[src/codec_ctrl_pkg.sv]
// shared constants, types and register map of the codec control register bank
package codec_ctrl_pkg;

    // register indices, 3-bit register address of a control word
    localparam logic [2:0] ADDR_MODE_CONTROL = 3'h0;
    localparam logic [2:0] ADDR_CLOCK_RATE_CONFIG = 3'h1;
    localparam logic [2:0] ADDR_POWER_CONTROL = 3'h2;
    localparam logic [2:0] ADDR_GAIN_MUTE_CONTROL = 3'h3;
    localparam logic [2:0] ADDR_DAC_TIMING_CONTROL = 3'h4;
    localparam logic [2:0] ADDR_ANALOG_GAIN_TAP_CONTROL = 3'h5;
    localparam logic [2:0] ADDR_DIGITAL_GAIN_TAP_LOW = 3'h6;
    localparam int NUM_REGS = 7;

    localparam logic [7:0] REG_RESET_VALUE = 8'h00;

    // mode_control fields
    localparam int MODE_DATA_BIT = 0;
    localparam int MODE_MIXED_BIT = 1;
    localparam int MODE_DLB_BIT = 2;
    localparam int MODE_SLB_BIT = 3;
    localparam int MODE_COUNT_LSB = 4;
    localparam int MODE_SWRESET_BIT = 7;
    // clock_rate_config fields
    localparam int CLK_SR_LSB = 0;
    localparam int CLK_SCD_LSB = 2;
    localparam int CLK_MCD_LSB = 4;
    localparam int CLK_ECHO_BIT = 7;
    // power_control fields
    localparam int PWR_GLOBAL_BIT = 0;
    localparam int PWR_SECTION_LSB = 1;
    localparam int PWR_REFERENCE_OUTPUT_PIN_BIT = 6;
    localparam int PWR_RESERVED_BIT = 7;
    // gain_mute_control fields
    localparam int GAIN_IN_LSB = 0;
    localparam int GAIN_MODRST_BIT = 3;
    localparam int GAIN_OUT_LSB = 4;
    localparam int GAIN_MUTE_BIT = 7;
    // dac_timing_control fields
    localparam int DAC_ADV_LSB = 0;
    localparam int DAC_INTERPOLATOR_BYPASS_BIT = 5;
    localparam int DAC_DIGITAL_TAP_ENABLE_BIT = 6;
    localparam int DAC_RESERVED_BIT = 7;
    // analog_gain_tap_control fields
    localparam int AGT_COEF_LSB = 0;
    localparam int AGT_SEEN_BIT = 5;
    localparam int AGT_INV_BIT = 6;
    localparam int AGT_ALB_BIT = 7;

    // reset sequence length in divided master clock cycles
    localparam logic [2:0] RESET_DIVIDED_MASTER_CLOCK_CYCLES = 3'h4;

    // divided master clock: divide code+1 for codes 0..4, else by one
    localparam logic [2:0] MCD_MAX_CODE = 3'h4;

    // serial clock divisors for codes 00..11
    localparam logic [3:0] SCLK_DIV_0 = 4'h8;
    localparam logic [3:0] SCLK_DIV_1 = 4'h4;
    localparam logic [3:0] SCLK_DIV_2 = 4'h2;
    localparam logic [3:0] SCLK_DIV_3 = 4'h1;

    // sample rate divisors for codes 00..11
    localparam logic [11:0] SR_DIV_0 = 12'h800;
    localparam logic [11:0] SR_DIV_1 = 12'h400;
    localparam logic [11:0] SR_DIV_2 = 12'h200;
    localparam logic [11:0] SR_DIV_3 = 12'h100;

    typedef struct packed {
        logic wr;
        logic rd;
        logic [2:0] addr;
        logic [7:0] data;
    } reg_req_s;

    typedef struct packed {
        logic valid;
        logic [7:0] data;
    } reg_resp_s;

    typedef struct packed {
        logic operating_mode_select;
        logic mixed_mode_enable;
        logic digital_loopback_enable;
        logic serial_port_loopback_enable;
        logic [2:0] cascade_count_field;
        logic [1:0] sample_rate_select;
        logic [1:0] serial_clock_divider_select;
        logic [2:0] master_clock_divider_select;
        logic control_echo_enable;
        logic global_power_up;
        logic analog_tap_power;
        logic input_amp_power;
        logic adc_power;
        logic dac_power;
        logic reference_power;
        logic reference_output_pin;
        logic [2:0] input_gain_select;
        logic modulator_reset;
        logic [2:0] output_gain_select;
        logic output_mute;
        logic [4:0] dac_advance_field;
        logic interpolator_bypass;
        logic digital_tap_enable;
        logic [7:0] digital_tap_coefficient;
        logic [4:0] analog_tap_coefficient;
        logic single_ended_or_tap_enable;
        logic input_invert;
        logic loopback_or_tap_mute;
    } codec_cfg_s;

    typedef enum logic {ST_RUN, ST_RESET} reset_state_e;

endpackage

[src/codec_control_register_bank.sv]
// control register bank of one codec unit with clock dividers and reset sequencing
//
// How it works
// - mode bit 0: program clear, data set
// - mode bit 1 enables mixed program/data
// - mode bits 2,3: digital and serial loopback
// - mode bits 4-6 cascade count picks frames
// - writing one to mode bit 7 resets
// - reset zeroes registers, lasts four divided_master_clock cycles
// - clock bits 0-1 select sample rate
// - sample rate divided_master_clock/2048,1024,512,256; default 2048
// - clock bits 2-3 select serial clock divider
// - serial clock divided_master_clock/8,4,2,1; default 8
// - clock bits 4-6 divide master clock
// - clock bit 7 enables control word echo
// - power bit 0 powers whole unit
// - power bits 1-5 power individual sections
// - power bit 6 enables reference output pin
// - gain bits 0-2 input, 4-6 output
// - gain bit 7 mutes, bit 3 modulator reset
// - dac timing bits 0-4 advance value
// - dac timing bit 5 bypasses interpolator
// - bit 6 enables digital tap, low coefficient
// - tap bits 0-4 analog tap coefficient
// - tap bit 5 single-ended or tap enable
// - tap bit 6 inverts input signal
// - tap bit 7 loopback or tap mute
`timescale 1ns/1ps
`default_nettype none

module codec_control_register_bank
    import codec_ctrl_pkg::*;
(
    input wire logic clk,
    input wire logic rst,
    input wire reg_req_s req,
    output logic wr_ready,
    output reg_resp_s rd_resp,
    input wire logic frame_sync_in,
    output logic own_frame,
    output logic divided_master_clock_tick,
    output logic sclk_tick,
    output logic sample_tick,
    output logic busy,
    output codec_cfg_s cfg
);

    logic [7:0] regs_r [NUM_REGS];
    logic [7:0] regs_nxt [NUM_REGS];
    reset_state_e state_r, state_nxt;
    logic [2:0] rcnt_r, rcnt_nxt;
    reg_resp_s resp_r, resp_nxt;
    logic [2:0] mdiv_r, mdiv_nxt;
    logic [2:0] sdiv_r, sdiv_nxt;
    logic [10:0] srcnt_r, srcnt_nxt;
    logic [2:0] fcnt_r, fcnt_nxt;
    logic own_r, own_nxt;
    logic wr_take, sw_reset;
    logic [2:0] mcd_code, mcd_last;
    logic [3:0] sclk_div;
    logic [11:0] sr_div;

    // configuration is only open in program or mixed mode; pure data mode needs rst
    assign wr_ready = (state_r == ST_RUN) &&
        (!regs_r[ADDR_MODE_CONTROL][MODE_DATA_BIT] ||
         regs_r[ADDR_MODE_CONTROL][MODE_MIXED_BIT]);
    assign wr_take = req.wr && wr_ready && (req.addr < 3'(NUM_REGS));
    assign sw_reset = wr_take && (req.addr == ADDR_MODE_CONTROL) &&
        req.data[MODE_SWRESET_BIT];
    assign busy = (state_r == ST_RESET);

    // register file and reset sequence
    always_comb begin
        for (int i = 0; i < NUM_REGS; i++) begin
            regs_nxt[i] = regs_r[i];
        end
        state_nxt = state_r;
        rcnt_nxt = rcnt_r;
        case (state_r)
            ST_RUN: begin
                if (sw_reset) begin
                    for (int i = 0; i < NUM_REGS; i++) begin
                        regs_nxt[i] = REG_RESET_VALUE;
                    end
                    state_nxt = ST_RESET;
                    rcnt_nxt = RESET_DIVIDED_MASTER_CLOCK_CYCLES;
                end else if (wr_take) begin
                    // reserved bits are stored as written; host keeps them zero
                    regs_nxt[req.addr] = req.data;
                end
            end
            ST_RESET: begin
                // dividers run from reset values, so ticks are divided_master_clock = clk here
                if (divided_master_clock_tick) begin
                    rcnt_nxt = rcnt_r - 3'h1;
                    if (rcnt_r == 3'h1) begin
                        state_nxt = ST_RUN;
                    end
                end
            end
            default: begin
                state_nxt = ST_RUN;
            end
        endcase
    end

    always_ff @(posedge clk or posedge rst) begin
        if (rst) begin
            for (int i = 0; i < NUM_REGS; i++) begin
                regs_r[i] <= REG_RESET_VALUE;
            end
            state_r <= ST_RESET;
            rcnt_r <= RESET_DIVIDED_MASTER_CLOCK_CYCLES;
        end else begin
            for (int i = 0; i < NUM_REGS; i++) begin
                regs_r[i] <= regs_nxt[i];
            end
            state_r <= state_nxt;
            rcnt_r <= rcnt_nxt;
        end
    end

    // read back; the unimplemented eighth address reads as zero
    always_comb begin
        resp_nxt.valid = req.rd;
        resp_nxt.data = 8'h00;
        if (req.rd && (req.addr < 3'(NUM_REGS))) begin
            resp_nxt.data = regs_r[req.addr];
        end
    end

    always_ff @(posedge clk or posedge rst) begin
        if (rst) begin
            resp_r <= '0;
        end else begin
            resp_r <= resp_nxt;
        end
    end
    assign rd_resp = resp_r;

    // clock dividers, all as enable pulses on clk
    assign mcd_code = regs_r[ADDR_CLOCK_RATE_CONFIG][CLK_MCD_LSB +: 3];
    assign mcd_last = (mcd_code > MCD_MAX_CODE) ? 3'h0 : mcd_code;
    assign divided_master_clock_tick = (mdiv_r >= mcd_last);

    always_comb begin
        case (regs_r[ADDR_CLOCK_RATE_CONFIG][CLK_SCD_LSB +: 2])
            2'h0: sclk_div = SCLK_DIV_0;
            2'h1: sclk_div = SCLK_DIV_1;
            2'h2: sclk_div = SCLK_DIV_2;
            2'h3: sclk_div = SCLK_DIV_3;
            default: sclk_div = SCLK_DIV_0;
        endcase
        case (regs_r[ADDR_CLOCK_RATE_CONFIG][CLK_SR_LSB +: 2])
            2'h0: sr_div = SR_DIV_0;
            2'h1: sr_div = SR_DIV_1;
            2'h2: sr_div = SR_DIV_2;
            2'h3: sr_div = SR_DIV_3;
            default: sr_div = SR_DIV_0;
        endcase
    end

    // a lowered divisor wraps at once rather than running out the old count
    assign sclk_tick = divided_master_clock_tick && ({1'b0, sdiv_r} >= (sclk_div - 4'h1));
    assign sample_tick = divided_master_clock_tick && ({1'b0, srcnt_r} >= (sr_div - 12'h001));

    always_comb begin
        mdiv_nxt = divided_master_clock_tick ? 3'h0 : mdiv_r + 3'h1;
        sdiv_nxt = sdiv_r;
        srcnt_nxt = srcnt_r;
        if (divided_master_clock_tick) begin
            sdiv_nxt = sclk_tick ? 3'h0 : sdiv_r + 3'h1;
            srcnt_nxt = sample_tick ? 11'h000 : srcnt_r + 11'h001;
        end
        if (sw_reset) begin
            mdiv_nxt = 3'h0;
            sdiv_nxt = 3'h0;
            srcnt_nxt = 11'h000;
        end
    end

    always_ff @(posedge clk or posedge rst) begin
        if (rst) begin
            mdiv_r <= 3'h0;
            sdiv_r <= 3'h0;
            srcnt_r <= 11'h000;
        end else begin
            mdiv_r <= mdiv_nxt;
            sdiv_r <= sdiv_nxt;
            srcnt_r <= srcnt_nxt;
        end
    end

    // frame counting in data mode; count restarts on each sample event
    always_comb begin
        fcnt_nxt = fcnt_r;
        own_nxt = 1'b0;
        if (sample_tick || !cfg.operating_mode_select) begin
            fcnt_nxt = 3'h0;
        end else if (frame_sync_in) begin
            fcnt_nxt = fcnt_r + 3'h1;
            // a zero count never matches, even when the frame counter wraps
            own_nxt = ((fcnt_r + 3'h1) == cfg.cascade_count_field) &&
                (cfg.cascade_count_field != 3'h0);
        end
    end

    always_ff @(posedge clk or posedge rst) begin
        if (rst) begin
            fcnt_r <= 3'h0;
            own_r <= 1'b0;
        end else begin
            fcnt_r <= fcnt_nxt;
            own_r <= own_nxt;
        end
    end
    assign own_frame = own_r;

    // configuration fields, straight from the register flops
    always_comb begin
        cfg.operating_mode_select = regs_r[ADDR_MODE_CONTROL][MODE_DATA_BIT];
        cfg.mixed_mode_enable = regs_r[ADDR_MODE_CONTROL][MODE_MIXED_BIT];
        cfg.digital_loopback_enable = regs_r[ADDR_MODE_CONTROL][MODE_DLB_BIT];
        cfg.serial_port_loopback_enable = regs_r[ADDR_MODE_CONTROL][MODE_SLB_BIT];
        cfg.cascade_count_field = regs_r[ADDR_MODE_CONTROL][MODE_COUNT_LSB +: 3];
        cfg.sample_rate_select = regs_r[ADDR_CLOCK_RATE_CONFIG][CLK_SR_LSB +: 2];
        cfg.serial_clock_divider_select = regs_r[ADDR_CLOCK_RATE_CONFIG][CLK_SCD_LSB +: 2];
        cfg.master_clock_divider_select = mcd_code;
        cfg.control_echo_enable = regs_r[ADDR_CLOCK_RATE_CONFIG][CLK_ECHO_BIT];
        cfg.global_power_up = regs_r[ADDR_POWER_CONTROL][PWR_GLOBAL_BIT];
        // global power-up overrides on; a section bit alone still powers it
        cfg.analog_tap_power = cfg.global_power_up |
            regs_r[ADDR_POWER_CONTROL][PWR_SECTION_LSB];
        cfg.input_amp_power = cfg.global_power_up |
            regs_r[ADDR_POWER_CONTROL][PWR_SECTION_LSB + 1];
        cfg.adc_power = cfg.global_power_up |
            regs_r[ADDR_POWER_CONTROL][PWR_SECTION_LSB + 2];
        cfg.dac_power = cfg.global_power_up |
            regs_r[ADDR_POWER_CONTROL][PWR_SECTION_LSB + 3];
        cfg.reference_power = cfg.global_power_up |
            regs_r[ADDR_POWER_CONTROL][PWR_SECTION_LSB + 4];
        cfg.reference_output_pin = regs_r[ADDR_POWER_CONTROL][PWR_REFERENCE_OUTPUT_PIN_BIT];
        cfg.input_gain_select = regs_r[ADDR_GAIN_MUTE_CONTROL][GAIN_IN_LSB +: 3];
        cfg.modulator_reset = regs_r[ADDR_GAIN_MUTE_CONTROL][GAIN_MODRST_BIT];
        cfg.output_gain_select = regs_r[ADDR_GAIN_MUTE_CONTROL][GAIN_OUT_LSB +: 3];
        cfg.output_mute = regs_r[ADDR_GAIN_MUTE_CONTROL][GAIN_MUTE_BIT];
        cfg.dac_advance_field = regs_r[ADDR_DAC_TIMING_CONTROL][DAC_ADV_LSB +: 5];
        cfg.interpolator_bypass = regs_r[ADDR_DAC_TIMING_CONTROL][DAC_INTERPOLATOR_BYPASS_BIT];
        cfg.digital_tap_enable = regs_r[ADDR_DAC_TIMING_CONTROL][DAC_DIGITAL_TAP_ENABLE_BIT];
        cfg.digital_tap_coefficient = regs_r[ADDR_DIGITAL_GAIN_TAP_LOW];
        cfg.analog_tap_coefficient =
            regs_r[ADDR_ANALOG_GAIN_TAP_CONTROL][AGT_COEF_LSB +: 5];
        cfg.single_ended_or_tap_enable =
            regs_r[ADDR_ANALOG_GAIN_TAP_CONTROL][AGT_SEEN_BIT];
        cfg.input_invert = regs_r[ADDR_ANALOG_GAIN_TAP_CONTROL][AGT_INV_BIT];
        cfg.loopback_or_tap_mute = regs_r[ADDR_ANALOG_GAIN_TAP_CONTROL][AGT_ALB_BIT];
    end

    // helper: divided_master_clock ticks seen while the reset sequence runs
    logic [3:0] busy_ticks_r;
    always_ff @(posedge clk or posedge rst) begin
        if (rst) begin
            busy_ticks_r <= 4'h0;
        end else if (!busy) begin
            busy_ticks_r <= 4'h0;
        end else if (divided_master_clock_tick) begin
            busy_ticks_r <= busy_ticks_r + 4'h1;
        end
    end

    // helper: divided_master_clock ticks since the last serial and sample tick; a gap is only judged
    // once the clock register has stood still for a whole period
    logic [3:0] sgap_r;
    logic [11:0] srgap_r;
    logic sgap_ok_r, srgap_ok_r, clk_cfg_hit;
    assign clk_cfg_hit = sw_reset || (wr_take && (req.addr == ADDR_CLOCK_RATE_CONFIG));
    always_ff @(posedge clk or posedge rst) begin
        if (rst) begin
            sgap_r <= 4'h0;
            srgap_r <= 12'h000;
            sgap_ok_r <= 1'b0;
            srgap_ok_r <= 1'b0;
        end else begin
            if (sclk_tick) begin
                sgap_r <= 4'h0;
            end else if (divided_master_clock_tick) begin
                sgap_r <= sgap_r + 4'h1;
            end
            if (sample_tick) begin
                srgap_r <= 12'h000;
            end else if (divided_master_clock_tick) begin
                srgap_r <= srgap_r + 12'h001;
            end
            sgap_ok_r <= (sgap_ok_r || sclk_tick) && !clk_cfg_hit;
            srgap_ok_r <= (srgap_ok_r || sample_tick) && !clk_cfg_hit;
        end
    end

    sw_reset_a: assert property (@(posedge clk) disable iff (rst)
        sw_reset |=> busy && (regs_r[ADDR_MODE_CONTROL] == 8'h00) && !wr_ready)
        else $error("software reset did not start");

    busy_lock_a: assert property (@(posedge clk) disable iff (rst)
        busy |-> !wr_ready)
        else $error("write open while reset sequence runs");

    reset_len_a: assert property (@(posedge clk) disable iff (rst)
        $fell(busy) |-> (busy_ticks_r == {1'b0, RESET_DIVIDED_MASTER_CLOCK_CYCLES}))
        else $error("reset sequence not four divided_master_clock cycles");

    write_back_a: assert property (@(posedge clk) disable iff (rst)
        (wr_take && !sw_reset) ##1 !req.wr ##1 (req.rd && req.addr == $past(req.addr, 2)) |=>
        (rd_resp.valid && rd_resp.data == $past(req.data, 3)))
        else $error("register read back differs from write");

    data_lock_a: assert property (@(posedge clk) disable iff (rst)
        (cfg.operating_mode_select && !cfg.mixed_mode_enable) |-> !wr_ready)
        else $error("write open in pure data mode");

    mode_take_a: assert property (@(posedge clk) disable iff (rst)
        (wr_take && req.addr == ADDR_MODE_CONTROL && !sw_reset) |=>
        cfg.mixed_mode_enable == $past(req.data[MODE_MIXED_BIT]) &&
        cfg.operating_mode_select == $past(req.data[MODE_DATA_BIT]))
        else $error("mode bits not taken");

    divided_master_clock_div_a: assert property (@(posedge clk) disable iff (rst)
        (mcd_code == 3'h2 && divided_master_clock_tick) ##1 (mcd_code == 3'h2)[*3] |->
        (!$past(divided_master_clock_tick, 2) && !$past(divided_master_clock_tick) && divided_master_clock_tick))
        else $error("master clock divide by three wrong");

    sclk_default_a: assert property (@(posedge clk) disable iff (rst)
        (sclk_tick && sgap_ok_r && cfg.serial_clock_divider_select == 2'h0) |->
        (sgap_r == SCLK_DIV_0 - 4'h1))
        else $error("serial clock not divided_master_clock over eight");

    sclk_div4_a: assert property (@(posedge clk) disable iff (rst)
        (sclk_tick && sgap_ok_r && cfg.serial_clock_divider_select == 2'h1) |->
        (sgap_r == SCLK_DIV_1 - 4'h1))
        else $error("serial clock not divided_master_clock over four");

    sclk_div2_a: assert property (@(posedge clk) disable iff (rst)
        (sclk_tick && sgap_ok_r && cfg.serial_clock_divider_select == 2'h2) |->
        (sgap_r == SCLK_DIV_2 - 4'h1))
        else $error("serial clock not divided_master_clock over two");

    sclk_full_a: assert property (@(posedge clk) disable iff (rst)
        (sclk_tick && sgap_ok_r && cfg.serial_clock_divider_select == 2'h3) |->
        (sgap_r == SCLK_DIV_3 - 4'h1))
        else $error("serial clock not divided_master_clock");

    sample_2048_a: assert property (@(posedge clk) disable iff (rst)
        (sample_tick && srgap_ok_r && cfg.sample_rate_select == 2'h0) |->
        (srgap_r == SR_DIV_0 - 12'h001))
        else $error("sample rate not divided_master_clock over 2048");

    sample_1024_a: assert property (@(posedge clk) disable iff (rst)
        (sample_tick && srgap_ok_r && cfg.sample_rate_select == 2'h1) |->
        (srgap_r == SR_DIV_1 - 12'h001))
        else $error("sample rate not divided_master_clock over 1024");

    sample_512_a: assert property (@(posedge clk) disable iff (rst)
        (sample_tick && srgap_ok_r && cfg.sample_rate_select == 2'h2) |->
        (srgap_r == SR_DIV_2 - 12'h001))
        else $error("sample rate not divided_master_clock over 512");

    sample_256_a: assert property (@(posedge clk) disable iff (rst)
        (sample_tick && srgap_ok_r && cfg.sample_rate_select == 2'h3) |->
        (srgap_r == SR_DIV_3 - 12'h001))
        else $error("sample rate not divided_master_clock over 256");

    power_or_a: assert property (@(posedge clk) disable iff (rst)
        $rose(cfg.global_power_up) |-> cfg.reference_power && cfg.dac_power &&
        cfg.adc_power && cfg.input_amp_power && cfg.analog_tap_power)
        else $error("global power-up not applied");

    own_frame_a: assert property (@(posedge clk) disable iff (rst)
        own_frame |-> $past(frame_sync_in) && cfg.operating_mode_select &&
        (fcnt_r == cfg.cascade_count_field))
        else $error("own frame flagged at wrong count");

endmodule

`default_nettype wire

[config.mk]
export PLATFORM = sky130hd
export DESIGN_NAME = codec_control_register_bank
export DESIGN_NICKNAME = d
export VERILOG_FILES = /design/src/codec_ctrl_pkg.sv /design/src/codec_control_register_bank.sv
export SDC_FILE = /design/constraint.sdc
export NUM_CORES = 1
export LEC_CHECK = 0
export BUFFER_PORTS_ARGS = -buffer_cell sky130_fd_sc_hd__buf_2
export CAP_MARGIN = 5
export CORE_ASPECT_RATIO = 0.8
export CORE_UTILIZATION = 40
export DETAILED_ROUTE_END_ITERATION = 16
export PLACE_DENSITY = 0.73
export SYNTH_ARGS = -nofsm -noshare
export SYNTH_HDL_FRONTEND = slang
export SYNTH_SLANG_ARGS = --single-unit
[constraint.sdc]
create_clock -name clk -period 2.4 [get_ports clk]
set_input_delay 0.24 -clock clk [delete_from_list [all_inputs] [get_ports clk]]
set_output_delay 0.24 -clock clk [all_outputs]
set_load 0.03 [all_outputs]
==> key figures <==
Power and ir drop
  • Net load switching power: 3.49 mW
  • Leak pwr: ~2.7 nW
  • Switching power share of the total: 0.450
  • Overall power: 7.76 mW
  • Reg power frac: 0.348
  • Internal: 4.27 mW
  • Gate power share: 0.457
  • Power Dens Cells: 1370 nW/um^2
  • Worst vdd ir: between 0.6 and 0.7 mV
  • Clock network fraction of design power: 0.195

Clock network
  • TritonCTS Buffers: 9
  • Skew-Pair Late Insertion Delay: ~0.34 ns
  • H-tree depth: 3
  • CTS Root Cell: clkbuf_16
  • Clock Path Buffers: 2
  • Clock transition at path regs: roughly 0.070 ns
  • CTS sink count: 90
  • CTS tree: done

Synthesis
  • Async S/R FF share, synth: 1.00
  • Post-Syn Nets: 579
  • Main synth FF type: dfrtp_1
  • Post-synth top cells: nand2_1 (96), dfrtp_1 (88), buf_4 (57)
  • Synth warn: 0
  • Post-synthesis sequential area ratio: 0.448
  • Syn avg cell area: between 9 and 10 sq um
  • Area share of the largest cell type after synthesis: 0.437
  • Yosys cell types: around 50
  • EDFF count, synth: 0
  • Synthesized area: ~5000 sq um
  • Post-Synthesis Cells: 548
  • Synth area leader: dfrtp_1
  • Count leader, synth: nand2_1
  • Post-synthesis register bit count: 90
  • Top cells by area, synth: dfrtp_1 (44%), buf_4 (8.5%), nand2_1 (7.2%), mux2i_1 (4.8%), nor2_1 (3.9%)

Critical path
  • CP endpoint kind: primary output
  • Crit-path max FO: 5
  • Worst path max stage delay: 0.43 ns
  • CP required: about 2.2 ns
  • CP Launch Type: register
  • WS Path Type: register to primary output
  • Crit path DAT: ~2.1 ns
  • Crit-path cells: or2_2 > ha_1 > a21oi_1 > nand2_2 > nor2_4 > nor2_1 > buf_2
  • Worst path slowest cell: dfrtp_1

Floorplan
  • Full die area: between 10000 and 15000 sq um
  • Core Region: roughly 12000 sq um
  • Initial core utilization: 0.413
  • IO Count: 84
  • Row count: 36
  • Die Ht: 102 um
  • DIE WIDTH: ~130 um

Detailed routing
  • Post-DR vias/cell: between 5 and 6
  • Initial DRC Count: roughly 440
  • Routed WL: around 13 mm
  • Routed WL per cell: 17.5 um
  • 1st-pass router iterations: 5
  • DRC: 0
  • Post-route ant nets: 0
  • Via count: between 4000 and 5000

Cells and area
  • Area Growth Syn to Fin: 12.2%
  • Fin util: 0.463
  • Share of layout cells above drive strength 1: 0.250
  • FF/Latch Area: between 2000 and 2500 sq um
  • Antenna cells: 0
  • Multi-input gate area: 2260 sq um
  • Total Nets Final: around 610
  • Fillers: between 1000 and 1500
  • Non-Filler Instances: between 700 and 800

Placed design
  • HPWL after detailed placement: around 9.5 mm
  • Place WS: approximately 0.16 ns
  • Buffers added on ports: 83
  • Dpl cells: 739
  • GP Congestion: around 0.84

STA
  • Period utilization: 0.986
  • Setup Total Neg Slack: 0 ns
  • Fin crit period: 2.37 ns
  • # setup viols final: 0
  • Worst slew margin: 0.494
  • Setup WS post-layout: around 0.034 ns
  • Final Hold Viols: 0
  • RSZ-0062 raised after global routing: yes
  • Worst-margin pin slew: 0.757 ns
  • Max-slew violations: 0
  • Max Fclk: ~0.42 GHz
  • Clock Skews: 0.00943 ns

Global routing
  • GRT overflow: 0
  • Largest net degree at the start of global routing: 60
  • Number of global-route vias before repair: 3861
  • First-pass GRT wire length: ~21 mm
  • Initial antenna violation count: 0
  • Gr usage total: 0.212

Worst hold path
  • HP Class: primary input to async pin

Job
  • Number of max-cap violations: 0

Run status
  • Outcome: finished clean
-- registers in the layout (all words and copies together) (netlist names) --
| name | cells |
|---|---|
| srcnt_r | 11 |
| fcnt_r | 3 |
| cfg | 48 |
| regs_r | 8 |
| rd_resp | 9 |
| rcnt_r | 3 |
| own_frame | 1 |
| busy | 1 |
| mdiv_r | 3 |
| sdiv_r | 3 |
-- power by group through the flow --
stage | logic, mW | registers [mW] | clock network, mW
after floorplan | 2.98 | 2.55 | 0
after global placement | 3.36 | 2.67 | 0
after detailed placement | 3.47 | 2.71 | 0
after CTS | 3.49 | 2.68 | 1.54
after global routing | 3.86 | 2.78 | 1.61
final | 3.55 | 2.70 | 1.51
-- layout by cell type (no fill, tap or decap), drive strengths merged, types with 7 or more instances in the layout --
master	Yosys	routed
buf	70	101
nand2	97	97
dfrtp	88	88
nor2	53	53
o21ai	35	35
a21oi	34	34
nand3	28	28
mux2i	24	24
ha	15	15
clkbuf	8	13
a211oi	10	10
xnor2	8	8
or2	7	7
nor2b	7	7
-- layout make-up --
| class | count | share of cell area |
|---|---|---|
| flip-flops and latches | 90 | 0.399 |
| clock buffers | 13 | 0.0496 |
| multi-input cells | 373 | 0.400 |
| repair buffers | 101 | 0.100 |
| inverters | 7 | 0.00531 |
| clock inverters | 3 | 0.00797 |
| well taps | 171 | 0.0378 |
-- timing repair --
action,CTS,global route
hold buffers,0,0
pin swaps,2,1
buffers inserted,0,3
resized for setup,3,6
setup endpoints to repair,1,2
-- logic make-up after synthesis --
family	count (synthesis)	synth area share
multiplexers	31	0.0723
flip-flops	90	0.448
AND/OR/NAND/NOR	224	0.205
adder cells (fa/ha/maj)	15	0.0373
buffers and inverters	85	0.109
XOR/XNOR	12	0.0209
AO/OA/AOI/OAI	91	0.108
-- worst max-delay path: cells and delay by family (launching register included) --
family,cells,cell delay (ns)
flip-flops,1,0.43
AND/OR/NAND/NOR,4,0.65
buffers and inverters,1,0.17
AO/OA/AOI/OAI,1,0.20
adder cells (fa/ha/maj),1,0.34
-- path summary, 6_finish.rpt --
kind / start / to / slack (ns) / cells past startpoint
setup / recovery: cfg[45] / sample_tick / 0.03 / 7
hold reg to reg: mdiv_r[0] / mdiv_r[0] / 0.46 / 1
min in group clk: req[11] / rd_resp[8] / 0.02 / 1
hold / removal: rst / sdiv_r[2] / 0.02 / 2
setup reg to reg: cfg[45] / own_frame / 0.21 / 9
max in group asynchronous: rst / cfg[51] / 1.64 / 3
-- metrics by stage --
step	instance area [sq um]	hold WS (ns)
2_1_floorplan	5040	0.271
3_3_place_gp	5270	0.373
3_5_place_dp	5270	0.375
4_1_cts	5610	0.0129
5_1_grt	5650	0.00764
6_report	5650	0.0174
-- per-layer routing --
metal  wire length, um  global-route usage  vias to the layer above
met1              5740               0.287                     1965
met3              1240              0.0681                       19
met2              6100               0.332                      191
li1                  -                   -                     1881
met5                 0                   0                        -
met4               175              0.0513                        0
Power figures use the tool's default switching activity.
